--- src/cops_pkg.sv ---
// Constants and types shared by the clock output postscaler.
// Assumes a single 125 MHz system clock standing in for the multiplied reference.
package cops_pkg;

  // ==========================================================================
  // Clock plan
  // ==========================================================================
  localparam int unsigned COPS_REF_MHZ     = 25;
  localparam int unsigned COPS_PLL_MULT    = 4;
  localparam int unsigned COPS_BASE_MHZ    = COPS_REF_MHZ * COPS_PLL_MULT;
  localparam int unsigned COPS_SYS_MHZ     = 125;
  localparam int unsigned COPS_ACC_W       = 8;

  // ==========================================================================
  // Control word layout
  // ==========================================================================
  localparam int unsigned COPS_CTRL_W      = 16;
  localparam int unsigned COPS_CFG_LSB     = 8;
  localparam int unsigned COPS_CFG_MSB     = 11;
  localparam int unsigned COPS_CFG_W       = COPS_CFG_MSB - COPS_CFG_LSB + 1;

  // ==========================================================================
  // Configuration codes and divide ratios
  // ==========================================================================
  localparam logic [3:0]  COPS_CODE_OFF    = 4'h0;
  localparam logic [3:0]  COPS_CODE_RESET  = 4'h7;
  localparam int unsigned COPS_DIV_W       = 10;
  localparam logic [9:0]  COPS_DIV_MIN     = 10'h004;

  typedef logic [COPS_DIV_W-1:0] cops_div_t;

  // Divide ratio of the base clock for each code; code 0 holds the pin low
  function automatic cops_div_t cops_div_of(input logic [3:0] code);
    case (code)
      4'h1:    cops_div_of = 10'h004;
      4'h2:    cops_div_of = 10'h005;
      4'h3:    cops_div_of = 10'h008;
      4'h4:    cops_div_of = 10'h00A;
      4'h5:    cops_div_of = 10'h010;
      4'h6:    cops_div_of = 10'h014;
      4'h7:    cops_div_of = 10'h019;
      4'h8:    cops_div_of = 10'h020;
      4'h9:    cops_div_of = 10'h028;
      4'hA:    cops_div_of = 10'h032;
      4'hB:    cops_div_of = 10'h040;
      4'hC:    cops_div_of = 10'h064;
      4'hD:    cops_div_of = 10'h0C8;
      4'hE:    cops_div_of = 10'h190;
      4'hF:    cops_div_of = 10'h3E8;
      default: cops_div_of = 10'h000;
    endcase
  endfunction

  typedef struct packed {
    logic                   wr;
    logic [COPS_CTRL_W-1:0] data;
  } cops_ctrl_wr_t;

  typedef enum logic [1:0] {
    COPS_ST_OFF  = 2'b00,
    COPS_ST_HIGH = 2'b01,
    COPS_ST_LOW  = 2'b10
  } cops_state_t;

endpackage

--- src/cops_base_tick.sv ---
// Base clock tick generator: a one-cycle enable at the 100 MHz base rate.
// Assumes clk_sys runs at the rate named in the package.
`timescale 1ns/1ps

module cops_base_tick
  import cops_pkg::*;
#(
  parameter int unsigned SYS_MHZ  = COPS_SYS_MHZ,
  parameter int unsigned BASE_MHZ = COPS_BASE_MHZ
) (
  input  wire logic clk_sys,
  input  wire logic rst_n,
  output logic      base_tick
);

  initial begin
    if (BASE_MHZ > SYS_MHZ || SYS_MHZ >= (1 << (COPS_ACC_W - 1)))
      $error("cops_base_tick: base rate must not exceed system rate");
  end

  localparam logic [COPS_ACC_W-1:0] STEP = COPS_ACC_W'(BASE_MHZ);
  localparam logic [COPS_ACC_W-1:0] WRAP = COPS_ACC_W'(SYS_MHZ);

  logic [COPS_ACC_W-1:0] acc_reg;
  logic [COPS_ACC_W-1:0] acc_sum;

  // ==========================================================================
  // Fractional accumulator: reference times four, spread over system cycles
  // ==========================================================================
  assign acc_sum = acc_reg + STEP;

  always_ff @(posedge clk_sys or negedge rst_n) begin
    if (!rst_n) begin
      acc_reg   <= '0;
      base_tick <= 1'b0;
    end else if (acc_sum >= WRAP) begin
      acc_reg   <= acc_sum - WRAP;
      base_tick <= 1'b1;
    end else begin
      acc_reg   <= acc_sum;
      base_tick <= 1'b0;
    end
  end

endmodule

--- src/cops_top.sv ---
// Clock output postscaler: divides the base clock to drive the clock output pin.
// Assumes rst_n is the power-on reset only; other resets and power-down stay outside.
`timescale 1ns/1ps

module cops_top
  import cops_pkg::*;
#(
  parameter logic [3:0] RESET_CODE = COPS_CODE_RESET
) (
  input  wire logic          clk_sys,
  input  wire logic          rst_n,
  input  wire cops_ctrl_wr_t ctrl_wr,
  input  wire logic          sys_reset_req,
  input  wire logic          power_down,
  output logic               clock_output_pin,
  output logic [3:0]         clock_output_config,
  output logic               change_pending,
  output logic               link_domain_reset
);

  initial begin
    if (cops_div_of(RESET_CODE) < COPS_DIV_MIN)
      $error("cops_top: reset code must select a running divisor");
    // Each half period needs at least two base periods for the phase counters
    for (int code = 1; code < 16; code++) begin
      if (cops_div_of(4'(code)) < COPS_DIV_MIN)
        $error("cops_top: every running code must select at least the minimum divisor");
    end
  end

  // ==========================================================================
  // Base clock enable
  // ==========================================================================
  logic base_tick;

  cops_base_tick u_base_tick (
    .clk_sys   (clk_sys),
    .rst_n     (rst_n),
    .base_tick (base_tick)
  );

  // ==========================================================================
  // Configuration field
  // ==========================================================================
  logic [3:0]  cfg_reg;
  logic [3:0]  active_code_reg;
  logic        pending_reg;
  cops_div_t   active_div;
  cops_div_t   high_len;
  cops_div_t   low_len;
  cops_div_t   phase_cnt_reg;
  cops_state_t state_reg;
  logic        period_end;

  always_ff @(posedge clk_sys or negedge rst_n) begin
    if (!rst_n) begin
      cfg_reg <= RESET_CODE;
    end else if (ctrl_wr.wr) begin
      cfg_reg <= ctrl_wr.data[COPS_CFG_MSB:COPS_CFG_LSB];
    end
  end

  assign clock_output_config = cfg_reg;

  // A new write wins over the boundary that would clear the pending flag
  always_ff @(posedge clk_sys or negedge rst_n) begin
    if (!rst_n) begin
      pending_reg <= 1'b0;
    end else if (ctrl_wr.wr) begin
      pending_reg <= 1'b1;
    end else if (period_end) begin
      pending_reg <= 1'b0;
    end
  end

  assign change_pending = pending_reg;

  // ==========================================================================
  // Postscaler
  // ==========================================================================
  assign active_div = cops_div_of(active_code_reg);
  assign low_len    = active_div >> 1;
  assign high_len   = active_div - low_len;

  // Boundary: end of a low phase, or any tick while stopped
  assign period_end = base_tick &&
                      ((state_reg == COPS_ST_OFF) ||
                       (state_reg == COPS_ST_LOW && phase_cnt_reg == low_len - 10'h001));

  // Active code is loaded only at a boundary
  always_ff @(posedge clk_sys or negedge rst_n) begin
    if (!rst_n) begin
      active_code_reg <= RESET_CODE;
    end else if (period_end) begin
      active_code_reg <= cfg_reg;
    end
  end

  always_ff @(posedge clk_sys or negedge rst_n) begin
    if (!rst_n) begin
      state_reg     <= COPS_ST_OFF;
      phase_cnt_reg <= '0;
    end else if (base_tick) begin
      case (state_reg)
        COPS_ST_OFF: begin
          phase_cnt_reg <= '0;
          if (cops_div_of(cfg_reg) != 10'h000) begin
            state_reg <= COPS_ST_HIGH;
          end
        end
        COPS_ST_HIGH: begin
          if (phase_cnt_reg == high_len - 10'h001) begin
            phase_cnt_reg <= '0;
            state_reg     <= COPS_ST_LOW;
          end else begin
            phase_cnt_reg <= phase_cnt_reg + 10'h001;
          end
        end
        COPS_ST_LOW: begin
          if (period_end) begin
            phase_cnt_reg <= '0;
            state_reg     <= (cops_div_of(cfg_reg) != 10'h000) ? COPS_ST_HIGH : COPS_ST_OFF;
          end else begin
            phase_cnt_reg <= phase_cnt_reg + 10'h001;
          end
        end
        default: begin
          phase_cnt_reg <= '0;
          state_reg     <= COPS_ST_OFF;
        end
      endcase
    end
  end

  // Output from a flop: high only in the high phase
  always_ff @(posedge clk_sys or negedge rst_n) begin
    if (!rst_n) begin
      clock_output_pin <= 1'b0;
    end else begin
      clock_output_pin <= (state_reg == COPS_ST_HIGH);
    end
  end

  // ==========================================================================
  // Other resets and power-down
  // ==========================================================================
  // Both arrive from outside the clock domain, so each passes two flops first.
  // They are only passed on to other logic and never reach the postscaler.
  logic [1:0] sys_reset_sync_reg;
  logic [1:0] power_down_sync_reg;
  logic       link_reset_reg;

  always_ff @(posedge clk_sys or negedge rst_n) begin
    if (!rst_n) begin
      sys_reset_sync_reg <= 2'h0;
    end else begin
      sys_reset_sync_reg <= {sys_reset_sync_reg[0], sys_reset_req};
    end
  end

  always_ff @(posedge clk_sys or negedge rst_n) begin
    if (!rst_n) begin
      power_down_sync_reg <= 2'h0;
    end else begin
      power_down_sync_reg <= {power_down_sync_reg[0], power_down};
    end
  end

  always_ff @(posedge clk_sys or negedge rst_n) begin
    if (!rst_n) begin
      link_reset_reg <= 1'b0;
    end else begin
      link_reset_reg <= sys_reset_sync_reg[1] & ~power_down_sync_reg[1];
    end
  end

  assign link_domain_reset = link_reset_reg;

endmodule

--- config.mk ---
export PLATFORM = sky130hd
export DESIGN_NAME = cops_top
export DESIGN_NICKNAME = d
export VERILOG_FILES = /design/src/cops_pkg.sv /design/src/cops_base_tick.sv /design/src/cops_top.sv
export SDC_FILE = /design/constraint.sdc
export NUM_CORES = 1
export LEC_CHECK = 0
export BUFFER_PORTS_ARGS = -buffer_cell sky130_fd_sc_hd__clkbuf_2
export CAP_MARGIN = 20
export CORE_ASPECT_RATIO = 2
export CORE_MARGIN = 1.5
export CORE_UTILIZATION = 25
export DETAILED_ROUTE_END_ITERATION = 10
export PLACE_DENSITY_LB_ADDON = 0.15
export SYNTH_ARGS = -nofsm -noshare
export SYNTH_HDL_FRONTEND = slang
export SYNTH_SLANG_ARGS = --single-unit
--- constraint.sdc ---
create_clock -name clk_sys -period 5.5 [get_ports clk_sys]
set_clock_uncertainty 0.2 [all_clocks]
set_input_delay 0.275 -clock clk_sys [delete_from_list [all_inputs] [get_ports clk_sys]]
set_output_delay 0.275 -clock clk_sys [all_outputs]
set_load 0.005 [all_outputs]
==> impl_metrics.yaml, run 1 <==
status:
  run_status: "complete, no violations"
clock_network:
  tritoncts: "yes"
  numCtsBuffers: 5
  holdBufCountCts: 4
  cts-root-buf: "clkbuf_16"
  postCtsResizedCells: 0
  clock-sinks: 36
  cts.reportedPaths.clkPinSlew_ps: 60
  clk_latency_ps: 290
  clock_path_buffers: 2
  htreeDepth: 2
  post_cts_buffers: 0
pwr:
  power.density_nw_per_um2: 565
  peakVddDrop_mv: 0.277
  p_leak_nw: 1.60
critical_path:
  worstSetupPathType: "flip-flop to flip-flop"
  cp_slowest_stage_delay_ps: 610
  cp_slowest_cell: "dfstp_2"
  crit_chain: "inv_1, ha_1, inv_1, mux4_2, inv_1, ha_1, inv_1, a21oi_1, o41ai_1, a221oi_2, xnor2_1, o41a_1, a211oi_2, mux2_2"
  timing.rr.start: "active_code_reg[1]"
  critical_path.max_fanout: 8
  rrSetupSlack_ps: 850
  cpMostUsedCell: "inv_1"
  arrival_ps: 4620
  critPathLaunchType: "flip-flop"
  worst_setup_path_end_kind: "flip-flop"
  worstPathRequired_ps: 5470
  rr_worst_depth: 14
  r2r-end: "state_reg[1]"
detailed_routing:
  wl_per_cell_um: 16.1
  drt_iter0_markers: 64
  drtPass1Iterations: 4
  drc: 0
  final_antenna_net_count: 0
  vias_per_cell: 4.83
  wl_um: 7990
  vias: 2401
floorplanning:
  row_count: 57
  die_width_um: 82.1
  die_h_um: 161
  die_area_um2: 13200
  core_um2: 12200
  pin_count: 28
  initial_core_util_pct: 25.6
global_route:
  grt_start_max_net_pins: 37
  grt_use_total_pct: 13.0
  grt-ovfl-total: 0
  grt_first_pass_wirelength_um: 12600
  antenna_found_initial: 0
  grt_pass1_vias: 2492
finish:
  largest_reg_flops: 10
  final_util_pct: 29.1
  drive_gt1_share_pct: 14.0
  syn2layout_area_growth_pct: 13.5
  nets: 411
  antenna_cells: 0
synthesis:
  ys_types: 63
  synth_nets: 394
  yosysWarningCount: 0
  synth.avg_cell_area_um2: 9.42
  netlist_area_um2: 3130
  synthFlopType: "dfrtp_1"
  synth-seq-cells: 36
  ys_seq_area_share_pct: 29.0
  syn-instance-count: 332
  synth_edf_count: 0
  async_flop_share_pct: 100
timing:
  hold_viol_final: 0
  slew_headroom_pct: 52.0
  slew_viol_final: 0
  finalCriticalPeriod_ps: 4650
  tns_ps: 0
  tightest_slew_ps: 710
  setup_violations: 0
  max_freq_mhz: 215
  min_period_over_period_pct: 84.5
  rsz0062_at_grt: "false"
min_path:
  hold_depth: 3
  worstHoldEndpoint: "clock_output_config[1]"
  hold_start: "ctrl_wr[9]"
  hold_path.class: "input port to flip-flop"
placed_design:
  hpwlAfterDp_um: 6380
  port_buffers: 15
  routabilityCongestion: 0.789
run:
  maxCapViolCount: 0
==> placed cells by master, fill, tap and decap left out, drive strengths merged, types with 3 or more instances in the layout <==
cell type    synthesis  final
a31oi                5      5
nand3                9      9
o211ai               4      4
mux2i                3      3
nand2               26     26
o21ai               12     12
o31ai                3      3
xor2                 9      9
nand2b               5      5
inv                 34     34
or3                  5      5
mux2                 5      5
nor3b                4      4
nor2                11     11
o221ai               5      5
xnor3                3      3
ha                  40     40
nor2b                7      7
a21oi                7      7
dfstp                6      6
and3                 7      7
dlygate4sd3          0      4
xnor2               26     26
dfrtp               30     30
clkbuf               8     22
nor3                10     10
o21bai               3      3
o2111ai              3      3
nand4                4      4
a211oi               6      6
==> per-layer routing <==
metal	vias to the layer above	global-route usage, %	part of all wire [%]
met5	-	0	0
met3	14	1.75	1.7
met1	1160	11.4	34
met2	30	26.2	61
li1	1197	-	-
met4	0	6.86	4.1
==> Yosys cell counts (4+ instances only) <==
master	count	area [µm²]
a211oi_1	5	37.5
a21oi_1	7	35.0
a31oi_1	5	31.3
and3_1	7	43.8
clkbuf_1	8	30.0
dfrtp_1	30	751
dfstp_2	6	158
ha_1	40	500
inv_1	33	124
mux2_2	5	56.3
nand2_1	26	97.6
nand2b_1	5	31.3
nand3_1	8	40.0
nand4_1	4	25.0
nor2_1	11	41.3
nor2b_1	6	37.5
nor3_1	9	45.0
nor3b_1	4	30.0
o21ai_0	11	55.1
o221ai_1	4	35.0
or3_1	5	31.3
xnor2_1	25	219
xor2_1	9	78.8
==> worst max path at each step <==
stage / from / end / slack, ps
detailed placement: active_code_reg[1] / state_reg[1] / 810
floorplan: active_code_reg[1] / state_reg[1] / 1420
CTS: active_code_reg[1] / state_reg[1] / 800
global placement: active_code_reg[1] / state_reg[1] / 810
global route: active_code_reg[1] / state_reg[1] / 690
finish: active_code_reg[1] / state_reg[1] / 850
==> through the flow <==
| step | std cells | setup WS, ps | power [mW] | hold slack, ps | cell area (µm²) |
|---|---|---|---|---|---|
| after floorplan | 332 | 1420 | 1.40 | -221 | 3130 |
| after global placement | 484 | 813 | 1.71 | 133 | 3340 |
| after detailed placement | 484 | 813 | 1.72 | 140 | 3340 |
| after CTS | 496 | 802 | 2.03 | 18.1 | 3530 |
| after global routing | 497 | 687 | 2.17 | 18.9 | 3550 |
| final | 497 | 852 | 2.01 | 9.51 | 3550 |
==> cell families after synthesis <==
logic type,after synthesis,synth area share (%)
buf+inv,45,5.80
flops,36,29.0
mux,9,3.48
compound gates,63,15.6
fa+ha+maj,41,16.6
simple gates,100,17.2
xor+xnor,38,12.2
==> where the power goes <==
group          internal (mW)  switching, mW  total, mW  leakage, nW
clock network          0.181          0.116      0.297       0.0701
logic                  0.588          0.743       1.33         1.09
registers              0.311         0.0682      0.379        0.440
total                   1.08          0.927       2.01         1.60
==> worst max-delay path: cells and delay by family (launching register included) <==
kind	cells	cell delay (ps)
AOI/OAI and AO/OA	5	1640
muxes	2	890
adders and majority gates	2	630
DFF	1	610
buffers and inverters	4	390
xor gates and xnor gates	1	170
==> final cells by class <==
class	instances	area, µm²
clock buffers	7	143
fillers	1258	8640
flip-flops and latches	36	908
inverters	34	128
repair buffers	21	143
well taps	147	184
multi-input cells	251	2040
clock inverters	1	7.51
Note: power is estimated with default switching activity, not from simulation.
==> inputs of run 2 (changes only) <==
- clock period: 5.5 -> 4.5 ns (I/O delays scaled with it)
==> run 2 against run 1 <==
Maximum frequency grew 9.6%; total power grew 33%; critical endpoint unchanged; cell count grew 2.4%.
==> impl_metrics.yaml, run 2 (synthesis gave the netlist of run 1 again) <==
placed_design:
  routabilityCongestion: 0.757
  post-place-ws_ps: 66.5
  hpwlAfterDp_um: 6330
  port_buffers: 15
  dp_cells: 492
  placed_cell_area_um2: 3400
critical_path:
  worst_setup_path_end_kind: "flip-flop"
  crit_chain: "inv_1, ha_4, inv_1, mux4_2, ha_1, nor3b_1, nor3_2, o41ai_2, buf_4, a221oi_2, xnor2_1, o41a_1, a211oi_2, mux2_2"
  cp-startpoint: "active_code_reg[0]"
  worstPathRequired_ps: 4460
  endpoint: "state_reg[1]"
  arrival_ps: 4200
  timing.rr.start: "active_code_reg[0]"
  worstSetupPathType: "flip-flop to flip-flop"
  cpMostUsedCell: "inv_1"
  rrSetupSlack_ps: 260
  critPathLaunchType: "flip-flop"
  cp_slowest_stage_delay_ps: 570
  r2r-end: "state_reg[1]"
  critical_path.max_fanout: 6
  rr_worst_depth: 14
  cp_slowest_cell: "dfstp_2"
floorplanning:
  die_area_um2: 13200
  die_width_um: 82.1
  initial_core_util_pct: 25.6
  die_h_um: 161
  core_um2: 12200
  row_count: 57
  pin_count: 28
clock_network:
  clock-sinks: 36
  tritoncts: "yes"
  clock_path_buffers: 2
  htreeDepth: 2
  clk_latency_ps: 280
  cts.reportedPaths.clkPinSlew_ps: 50
  numCtsBuffers: 5
  cts-root-buf: "clkbuf_16"
pwr:
  power.share.sequential_pct: 16.7
  total_power_mw: 2.66
  p_comb_share_pct: 68.6
  p_sw_share_pct: 44.3
  peakVddDrop_mv: 0.315
  p_int_mw: 1.48
  power.density_nw_per_um2: 720
  p_switching_mw: 1.18
  p_leak_nw: 1.66
  p_clk_share_pct: 14.8
detailed_routing:
  wl_um: 7760
  drc: 0
  drtPass1Iterations: 4
  final_antenna_net_count: 0
  vias: 2407
  wl_per_cell_um: 15.3
  vias_per_cell: 4.73
  drt_iter0_markers: 55
timing:
  min_period_over_period_pct: 94.3
  setup_violations: 0
  whs_ps: 2.54
  finalCriticalPeriod_ps: 4240
  slew_headroom_pct: 39.4
  setup_ws_ps: 258
  rsz0062_at_grt: "false"
  slew_viol_final: 0
  hold_viol_final: 0
  max_freq_mhz: 236
  tightest_slew_ps: 908
  tns_ps: 0
finish:
  final_cell_area_um2: 3700
  syn2layout_area_growth_pct: 18.2
  layout_commonest_cell: "ha_1"
  drive_gt1_share_pct: 18.2
  layout_common_cells: "ha_1, inv_1, dfrtp_1"
  antenna_cells: 0
  nets: 423
  final_util_pct: 30.3
  final_cells: 509
  fill_cells: 1257
  largest_reg_flops: 10
  regArea_um2: 908
  multi_input_area_um2: 2080
global_route:
  grt_first_pass_wirelength_um: 13100
  grt_start_max_net_pins: 37
  grt-ovfl-total: 0
  grt_pass1_vias: 2540
  grt_use_total_pct: 13.4
  antenna_found_initial: 0
status:
  run_status: "complete, no violations"
min_path:
  hold_path.class: "input port to flip-flop"
run:
  maxCapViolCount: 0
-- run 2: worst max-delay path, delay by kind of cell (launching register included) --
kind            cells  cell delay (ps)
fa+ha+maj           2              560
flops               1              570
mux                 2              880
compound gates      4             1120
buf+inv             3              320
simple gates        2              370
xor+xnor            1              110
-- run 2: timing repair --
item,CTS,global route
hold buffers,7,0
resized for setup,0,7
setup endpoints to repair,0,10
buffers inserted,0,2
endpoints found under the hold margin,36,0
-- run 2: cell type report --
class                      instances  share of cell area (%)
multi-input combinational        251                    56.3
sequential                        36                    24.6
timing repair buffer              33                    6.16
tap                              147                    4.98
inverter                          34                    3.45
clock buffer                       5                    3.39
clock inverter                     3                    1.15
-- run 2: routing by layer --
layer	vias up	global-route usage (%)	wire (µm)
met5	-	0	0
met4	0	5.47	156
met3	6	1.58	100
met2	32	26.3	4730
met1	1145	13.2	2780
li1	1224	-	-
-- run 2: worst min path at each step --
stage                           start                endpoint  depth (start not counted)
2_1_floorplan                   rst_n      active_code_reg[3]                          0
3_3_place_gp   power_down_sync_reg[0]  power_down_sync_reg[1]                          0
3_5_place_dp            sys_reset_req   sys_reset_sync_reg[0]                          1
4_1_cts                   ctrl_wr[16]  clock_output_config[2]                          2
5_1_grt                   ctrl_wr[16]  clock_output_config[2]                          2
6_report                  ctrl_wr[16]  clock_output_config[2]                          2
-- run 2: power by group through the flow --
stage	Clock, mW	Sequential [mW]	Combinational (mW)
global route	0.423	0.455	2.04
global placement	0	0.447	1.74
CTS	0.409	0.444	1.76
detailed placement	0	0.450	1.74
finish	0.393	0.444	1.83
floorplan	0	0.419	1.30
